**config.mk**
```make
export PLATFORM = sky130hd
export DESIGN_NAME = occr_regs
export DESIGN_NICKNAME = d
export VERILOG_FILES = /design/src/logic/occr_pkg.sv /design/src/logic/occr_regs.sv
export VERILOG_INCLUDE_DIRS = /design/src /design/src/logic
export SDC_FILE = /design/constraint.sdc
export NUM_CORES = 1
export LEC_CHECK = 0
export BUFFER_PORTS_ARGS = -buffer_cell sky130_fd_sc_hd__buf_2
export CORE_UTILIZATION = 30
export DETAILED_ROUTE_END_ITERATION = 8
export SLEW_MARGIN = 20
export SYNTH_ARGS = -nofsm -noshare
export SYNTH_HDL_FRONTEND = slang
export SYNTH_SLANG_ARGS = --single-unit
```
**constraint.sdc**
```tcl
create_clock -name clock -period 7.3 [get_ports clock]
set_input_delay 1.095 -clock clock [delete_from_list [all_inputs] [get_ports clock]]
set_output_delay 1.095 -clock clock [all_outputs]
set_load 0.02 [all_outputs]
```
**src/logic/occr_defs.svh**
```systemverilog
`ifndef OCCR_DEFS_SVH
`define OCCR_DEFS_SVH

// Byte addresses in the output configuration space
`define OCCR_ADDR_DRV_DIVTOP 8'h45
`define OCCR_ADDR_SKEW_PAD 8'h47
`define OCCR_ADDR_DIV_UPPER 8'h48
`define OCCR_ADDR_DIV_MIDDLE 8'h49
`define OCCR_ADDR_DIV_LOW 8'h4a
`define OCCR_ADDR_POL_STR 8'h4b

`define OCCR_REG_RESET 8'h00

// Field positions
`define OCCR_DRV_STD_HI 2
`define OCCR_DRV_STD_LO 0
`define OCCR_DIV_TOP_HI 7
`define OCCR_DIV_TOP_LO 6
`define OCCR_SKEW_HI 6
`define OCCR_SKEW_LO 4
`define OCCR_PAD_HI 3
`define OCCR_PAD_LO 0
`define OCCR_DIV_NIB_HI 3
`define OCCR_DIV_NIB_LO 0
`define OCCR_POL_HI 7
`define OCCR_POL_LO 6
`define OCCR_STR_HI 2
`define OCCR_STR_LO 0

// Divider bits that no register of this output holds
`define OCCR_DIV_GAP 12'h000

// Fine skew
`define OCCR_SKEW_STEP_PS 8'h1e
`define OCCR_SKEW_MAX 3'h4

// Recommended single-ended drive strength
`define OCCR_STR_RECOMMENDED 3'h7

// Pad mode codes
`define OCCR_PAD_DIFF_EXT 4'h0
`define OCCR_PAD_DIFF_PD 4'h1
`define OCCR_PAD_DIFF_PU 4'h2
`define OCCR_PAD_SE_POS 4'h4
`define OCCR_PAD_SE_NEG 4'h8
`define OCCR_PAD_SE_BOTH 4'hc

// Polarity codes
`define OCCR_POL_TRUE_COMP 2'h0
`define OCCR_POL_TRUE_BOTH 2'h1

`endif

```
**src/logic/occr_pkg.sv**
```systemverilog
package occr_pkg;

   typedef enum logic [2:0] {
      OCCR_DRV_LVDS,
      OCCR_DRV_LVPECL_CM,
      OCCR_DRV_CML,
      OCCR_DRV_HCSL,
      OCCR_DRV_LVDS_BOOST,
      OCCR_DRV_LVPECL_NOCM,
      OCCR_DRV_RSVD6,
      OCCR_DRV_RSVD7
   } occr_drv_std_type;

   typedef struct packed {
      logic diff_ext_term;
      logic diff_pull_up;
      logic diff_pull_down;
      logic pos_pad_enable;
      logic neg_pad_enable;
      logic mode_invalid;
   } occr_pad_cfg_type;

   // Pad source: 0 is the true phase, 1 the complement phase
   typedef struct packed {
      logic pos_pad_source;
      logic neg_pad_source;
   } occr_pol_type;

   typedef struct packed {
      occr_drv_std_type driver_standard_sel;
      logic [33:0] output_divider;
      logic [2:0] output_skew_code;
      logic [7:0] skew_delay_ps;
      logic skew_code_invalid;
      occr_pad_cfg_type pad;
      occr_pol_type pol;
      logic [2:0] drive_strength;
      logic strength_not_recommended;
   } occr_chan_cfg_type;

endpackage

```
**src/logic/occr_regs.sv**
```systemverilog
`timescale 1ns/1ps
`include "occr_defs.svh"
// Notes on behaviour
// Three low bits of register 45h choose the output driver standard.
// Divider bits 19:0 come from 48h low nibble, 49h and 4Ah.
// Divider bits 33:32 come from bits 7:6 of register 45h.
// Three-bit fine skew code, 0 to 4, delay is code times 30 ps.
// Four-bit pad mode picks differential termination or single-ended pads.
// Two-bit polarity routes true or complement phase to each pad.
// Software should program drive strength to seven; only recommended.
// All fields reset to zero, read back; spare bits store only.
module occr_regs
   import occr_pkg::*;
(
   input wire logic clock,
   input wire logic reset_n,
   input wire logic cfg_wr_en,
   input wire logic cfg_rd_en,
   input wire logic [7:0] cfg_addr,
   input wire logic [7:0] cfg_wdata,
   output logic [7:0] cfg_rdata,
   output logic cfg_rd_valid,
   output logic cfg_addr_error,
   output occr_chan_cfg_type chan_cfg
);

   logic [7:0] drv_divtop_r;
   logic [7:0] drv_divtop_nxt;
   logic [7:0] skew_pad_r;
   logic [7:0] skew_pad_nxt;
   logic [7:0] div_upper_r;
   logic [7:0] div_upper_nxt;
   logic [7:0] div_middle_r;
   logic [7:0] div_middle_nxt;
   logic [7:0] div_low_r;
   logic [7:0] div_low_nxt;
   logic [7:0] pol_str_r;
   logic [7:0] pol_str_nxt;

   logic [7:0] cfg_rdata_r;
   logic cfg_rd_valid_r;
   logic cfg_addr_error_r;
   occr_chan_cfg_type chan_cfg_r;
   occr_chan_cfg_type chan_cfg_nxt;

   // True when the address names one of this bank's registers
   function automatic logic addr_mapped(input logic [7:0] a);
      case (a)
         `OCCR_ADDR_DRV_DIVTOP,
         `OCCR_ADDR_SKEW_PAD,
         `OCCR_ADDR_DIV_UPPER,
         `OCCR_ADDR_DIV_MIDDLE,
         `OCCR_ADDR_DIV_LOW,
         `OCCR_ADDR_POL_STR: addr_mapped = 1'b1;
         default: addr_mapped = 1'b0;
      endcase
   endfunction

   // Write strobe for one register address
   function automatic logic wr_hit(input logic en, input logic [7:0] a,
                                   input logic [7:0] target);
      wr_hit = en && (a == target);
   endfunction

   // Fine skew delay in ps; out of range codes are held at the top step
   function automatic logic [7:0] skew_ps(input logic [2:0] code);
      logic [2:0] c;
      logic [10:0] prod;
      c = (code > `OCCR_SKEW_MAX) ? `OCCR_SKEW_MAX : code;
      prod = 11'(c) * 11'(`OCCR_SKEW_STEP_PS);
      skew_ps = prod[7:0];
   endfunction

   // Pad mode decode; unknown codes park both pads off
   function automatic occr_pad_cfg_type pad_decode(input logic [3:0] m);
      occr_pad_cfg_type p;
      p = '0;
      case (m)
         `OCCR_PAD_DIFF_EXT: begin
            p.diff_ext_term = 1'b1;
            p.pos_pad_enable = 1'b1;
            p.neg_pad_enable = 1'b1;
         end
         `OCCR_PAD_DIFF_PU: begin
            p.diff_pull_up = 1'b1;
            p.pos_pad_enable = 1'b1;
            p.neg_pad_enable = 1'b1;
         end
         `OCCR_PAD_DIFF_PD: begin
            p.diff_pull_down = 1'b1;
            p.pos_pad_enable = 1'b1;
            p.neg_pad_enable = 1'b1;
         end
         `OCCR_PAD_SE_POS: begin
            p.pos_pad_enable = 1'b1;
         end
         `OCCR_PAD_SE_NEG: begin
            p.neg_pad_enable = 1'b1;
         end
         `OCCR_PAD_SE_BOTH: begin
            p.pos_pad_enable = 1'b1;
            p.neg_pad_enable = 1'b1;
         end
         default: begin
            p.mode_invalid = 1'b1;
         end
      endcase
      pad_decode = p;
   endfunction

   // Phase routing for the single-ended pads
   function automatic occr_pol_type pol_decode(input logic [1:0] s);
      occr_pol_type p;
      p = '0;
      case (s)
         `OCCR_POL_TRUE_COMP: begin
            p.pos_pad_source = 1'b0;
            p.neg_pad_source = 1'b1;
         end
         `OCCR_POL_TRUE_BOTH: begin
            p.pos_pad_source = 1'b0;
            p.neg_pad_source = 1'b0;
         end
         default: begin
            p.pos_pad_source = 1'b1;
            p.neg_pad_source = 1'b1;
         end
      endcase
      pol_decode = p;
   endfunction

   // Full bytes are stored, spare bits included, so reads return them
   always_comb begin
      drv_divtop_nxt = drv_divtop_r;
      skew_pad_nxt = skew_pad_r;
      div_upper_nxt = div_upper_r;
      div_middle_nxt = div_middle_r;
      div_low_nxt = div_low_r;
      pol_str_nxt = pol_str_r;
      if (wr_hit(cfg_wr_en, cfg_addr, `OCCR_ADDR_DRV_DIVTOP)) begin
         drv_divtop_nxt = cfg_wdata;
      end
      if (wr_hit(cfg_wr_en, cfg_addr, `OCCR_ADDR_SKEW_PAD)) begin
         skew_pad_nxt = cfg_wdata;
      end
      if (wr_hit(cfg_wr_en, cfg_addr, `OCCR_ADDR_DIV_UPPER)) begin
         div_upper_nxt = cfg_wdata;
      end
      if (wr_hit(cfg_wr_en, cfg_addr, `OCCR_ADDR_DIV_MIDDLE)) begin
         div_middle_nxt = cfg_wdata;
      end
      if (wr_hit(cfg_wr_en, cfg_addr, `OCCR_ADDR_DIV_LOW)) begin
         div_low_nxt = cfg_wdata;
      end
      if (wr_hit(cfg_wr_en, cfg_addr, `OCCR_ADDR_POL_STR)) begin
         pol_str_nxt = cfg_wdata;
      end
   end

   // zero reset, hold
   always_ff @(posedge clock) begin
      if (!reset_n) begin
         drv_divtop_r <= `OCCR_REG_RESET;
         skew_pad_r <= `OCCR_REG_RESET;
         div_upper_r <= `OCCR_REG_RESET;
         div_middle_r <= `OCCR_REG_RESET;
         div_low_r <= `OCCR_REG_RESET;
         pol_str_r <= `OCCR_REG_RESET;
      end else begin
         drv_divtop_r <= drv_divtop_nxt;
         skew_pad_r <= skew_pad_nxt;
         div_upper_r <= div_upper_nxt;
         div_middle_r <= div_middle_nxt;
         div_low_r <= div_low_nxt;
         pol_str_r <= pol_str_nxt;
      end
   end

   // Decoded from next values so fields follow a write on the same edge
   always_comb begin
      // driver standard
      chan_cfg_nxt.driver_standard_sel = occr_drv_std_type'(
         drv_divtop_nxt[`OCCR_DRV_STD_HI:`OCCR_DRV_STD_LO]);
      // divider top bits
      // divider low bytes
      chan_cfg_nxt.output_divider = {
         drv_divtop_nxt[`OCCR_DIV_TOP_HI:`OCCR_DIV_TOP_LO],
         `OCCR_DIV_GAP,
         div_upper_nxt[`OCCR_DIV_NIB_HI:`OCCR_DIV_NIB_LO],
         div_middle_nxt,
         div_low_nxt};
      // fine skew delay
      chan_cfg_nxt.output_skew_code =
         skew_pad_nxt[`OCCR_SKEW_HI:`OCCR_SKEW_LO];
      chan_cfg_nxt.skew_delay_ps =
         skew_ps(skew_pad_nxt[`OCCR_SKEW_HI:`OCCR_SKEW_LO]);
      chan_cfg_nxt.skew_code_invalid =
         skew_pad_nxt[`OCCR_SKEW_HI:`OCCR_SKEW_LO] > `OCCR_SKEW_MAX;
      // pad mode decode
      chan_cfg_nxt.pad = pad_decode(skew_pad_nxt[`OCCR_PAD_HI:`OCCR_PAD_LO]);
      // phase routing
      chan_cfg_nxt.pol = pol_decode(pol_str_nxt[`OCCR_POL_HI:`OCCR_POL_LO]);
      chan_cfg_nxt.drive_strength = pol_str_nxt[`OCCR_STR_HI:`OCCR_STR_LO];
      // flag off-advice strength
      chan_cfg_nxt.strength_not_recommended =
         pol_str_nxt[`OCCR_STR_HI:`OCCR_STR_LO] != `OCCR_STR_RECOMMENDED;
   end

   always_ff @(posedge clock) begin
      if (!reset_n) begin
         chan_cfg_r <= '0;
      end else begin
         chan_cfg_r <= chan_cfg_nxt;
      end
   end

   // Read port; a read in the cycle of a write returns the old byte
   always_ff @(posedge clock) begin
      if (!reset_n) begin
         cfg_rdata_r <= `OCCR_REG_RESET;
         cfg_rd_valid_r <= 1'b0;
      end else begin
         cfg_rd_valid_r <= cfg_rd_en;
         if (cfg_rd_en) begin
            // read back
            case (cfg_addr)
               `OCCR_ADDR_DRV_DIVTOP: cfg_rdata_r <= drv_divtop_r;
               `OCCR_ADDR_SKEW_PAD: cfg_rdata_r <= skew_pad_r;
               `OCCR_ADDR_DIV_UPPER: cfg_rdata_r <= div_upper_r;
               `OCCR_ADDR_DIV_MIDDLE: cfg_rdata_r <= div_middle_r;
               `OCCR_ADDR_DIV_LOW: cfg_rdata_r <= div_low_r;
               `OCCR_ADDR_POL_STR: cfg_rdata_r <= pol_str_r;
               default: cfg_rdata_r <= `OCCR_REG_RESET;
            endcase
         end
      end
   end

   // Unmapped access pulses an error; writes there are dropped
   always_ff @(posedge clock) begin
      if (!reset_n) begin
         cfg_addr_error_r <= 1'b0;
      end else begin
         cfg_addr_error_r <= (cfg_rd_en || cfg_wr_en) &&
                             !addr_mapped(cfg_addr);
      end
   end

   assign cfg_rdata = cfg_rdata_r;
   assign cfg_rd_valid = cfg_rd_valid_r;
   assign cfg_addr_error = cfg_addr_error_r;
   assign chan_cfg = chan_cfg_r;

endmodule

```
==> results.toml <==
[run_status]
outcome = "finished, violations left"
violations = "DRC"

[worst_hold_path]
whs_path_depth = 2
hold_end = "skew_pad_r[7]"
hold_start = "skew_pad_r[7]"
min_path_type = "flop to flop"

[setup_path]
reg2regPathDepth = 8
endpoint_kind = "flop"
critical_path_class = "primary input to flop"
rrSetupSlack_ns = 5.07
r2r-end = "chan_cfg[19]"
critPathMaxFanout = 18
crit_required_ns = 7.52
arrival_ns = 4.23
crit_path_start_kind = "primary input"
reg2reg_from = "skew_pad_r[6]"

[detailed_routing]
ant_nets = 0
vias = 2847
wl_per_cell_um = 15.4
detail_route.iter0.violations = 202
viasPerCell = 4.92
dr.pass1.iters = 6
routed_wl_um = 8920
drc = 14

[pwr]
switchingPower_uw = 223
combPwrFrac_pct = 6.2
clkPwrFrac_pct = 50.4
seq_power_share_pct = 43.3
swShare_pct = 23.5
vdd_drop_max_v = 0.000105
power_uw = 949
p_int_uw = 726
power_density_nw_per_um2 = 226
p_leak_nw = 1.78

[timing]
rsz0062_at_grt = "no"
hold_viol = 0
layout_setup_ws_ns = 3.29
slew-limit-headroom_pct = 36.2
fin_crit_ns = 4.01
tightestPinTransition_ns = 0.949
setup_viol = 0
fmax_ghz = 0.249
skew_ns = 0.00558
setup_tns_ns = 0
slew_viol_final = 0
post-route-period-util_pct = 55.0

[clocking]
h-tree-depth = 3
cts_hold_buffers = 0
cts_tree = "built"
clock_path_buffers = 2
cts.sinks = 74
insertion_delay_ns = 0.33
cts_resized = 0
cts_setup_buffers = 0
cts-root-buf = "clkbuf_16"
path_clk_slew_ns = 0.06
cts_inserted_buffers = 9

[finish]
layout-drive-gt1-share_pct = 28.2
mostFrequentLayoutCells = "77 x buf_2, 74 x dfxtp_1, 40 x nor2_1"
final_common_cell = "buf_2"
final_util_pct = 36.5
final_area_um2 = 4200
antenna_cells = 0
layout.nets = 457
area_delta_synth_final_pct = 17.3

[synthesis]
synth-seq-cells = 74
synthFlopType = "dfxtp_1"
yosysTopAreaCell = "dfxtp_1"
yosys_warnings = 0
synth_area_per_cell_um2 = 9.27
netlist_area_um2 = 3580
synth_edf_count = 0
syn_inst = 386
ys_async_sr_fraction_pct = 0
yosysTopAreaCellShare_pct = 41.4
yosys-top-cells-area = "dfxtp_1 41%, mux2i_1 9.5%, buf_4 6.1%"
yosysUniqueCellTypes = 45
ys_seq_area_share_pct = 41.4

[placement]
pre_cts_ws_ns = 2.95
finalWeightedCongestion = 0.766
dpl_cell_area_um2 = 3870
io_buffer_count = 77
post-dp-hpwl_um = 6530

[floorplanning]
start_util_pct = 31.1
die-area_um2 = 12400
die_w_um = 111
rows = 39
io_pins = 91
die_h_um = 111
core-area_um2 = 11500

[global_route]
grt_pass1_wl_um = 14100
grt_max_degree = 55
antenna_found_initial = 0
grt_pass1_vias = 2636
grt_usage_pct = 14.6
grt.overflow.total = 0

[job]
drv_cap = 0
[power by group through the flow]
stage / logic [mW] / registers (mW) / clock network (mW)
after CTS: 0.0590 / 0.411 / 0.485
after detailed placement: 0.0589 / 0.420 / 0
after global placement: 0.0579 / 0.420 / 0
final: 0.0592 / 0.411 / 0.479
after global routing: 0.0635 / 0.411 / 0.504
after floorplan: 0.0404 / 0.425 / 0
[cells by family after synthesis]
| group | Yosys count | share of synthesized area, % |
|---|---|---|
| AOI/OAI and AO/OA | 49 | 7.93 |
| xor gates and xnor gates | 1 | 0.245 |
| adders and majority gates | 6 | 2.31 |
| buffers and inverters | 62 | 10.0 |
| DFF | 74 | 41.4 |
| muxes | 52 | 17.8 |
| other | 1 | 0.105 |
| and+or+nand+nor | 141 | 20.2 |
[critical path, cell delays in order]
cell and delay, ns:
buf_2 0.11, or4b_4 0.62, or3_1 0.69, mux2i_1 0.37
ha_1 0.34, ha_1 0.31, a21o_1 0.17, a21oi_1 0.17
nor2_1 0.05, mux2_1 0.29
[flip-flops by register name (all words and copies together), names as in the netlist]
signal,cells
div_low_r,7
chan_cfg,19
skew_pad_r,8
pol_str_r,8
cfg_rd_valid,1
drv_divtop_r,8
cfg_rdata,8
cfg_addr_error,1
div_middle_r,7
div_upper_r,7
[how the worst max path moves through the flow]
stage                start      endpoint  slack [ns]  cells after the start
2_1_floorplan  cfg_addr[5]  chan_cfg[19]        3.26                     13
3_3_place_gp   cfg_addr[5]  chan_cfg[19]        3.02                     10
3_5_place_dp   cfg_addr[5]  chan_cfg[19]        2.95                     10
4_1_cts        cfg_addr[5]  chan_cfg[19]        3.29                     10
5_1_grt        cfg_addr[5]  chan_cfg[19]        3.12                     10
6_report       cfg_addr[5]  chan_cfg[19]        3.29                     10
[layer usage]
metal	routed length (µm)	up-vias	part of all wire, %	track usage [%]
met2	4270	91	48	24.0
met4	93	0	1.0	4.32
met1	4060	1364	46	18.9
met5	0	-	0	0
li1	-	1383	-	-
met3	493	9	5.5	3.77
[per-stage QoR]
stage	instances	hold slack [ns]
final	579	0.454
after global placement	563	0.436
after floorplan	398	0.429
after global routing	579	0.475
after detailed placement	563	0.447
after CTS	579	0.455
[synthesized netlist by cell type (2+ instances only)]
cell type / instances
dfxtp_1: 74
nor2_1: 40
mux2i_1: 34
nand2_1: 33
buf_4: 29
a21oi_1: 24
clkbuf_1: 23
nand3_1: 19
nor3_1: 12
o21ai_0: 9
a31oi_1: 8
mux2_2: 8
mux4_2: 8
nand2b_1: 7
and2_1: 6
ha_1: 5
nand3b_1: 5
inv_1: 4
or3_1: 3
buf_1: 2
buf_2: 2
buf_6: 2
nand4_1: 2
nor3_2: 2
nor4_4: 2
o211ai_1: 2
or2_2: 2
or4_1: 2
[area by class of cell]
cell class / count / area (µm²)
fillers: 1183 / 7320
multi-input cells: 262 / 1790
flip-flops and latches: 74 / 1480
repair buffers: 80 / 408
clock buffers: 9 / 225
well taps: 143 / 179
clock inverters: 7 / 101
inverters: 4 / 15.0
Note: power is estimated with default switching activity, not from simulation.
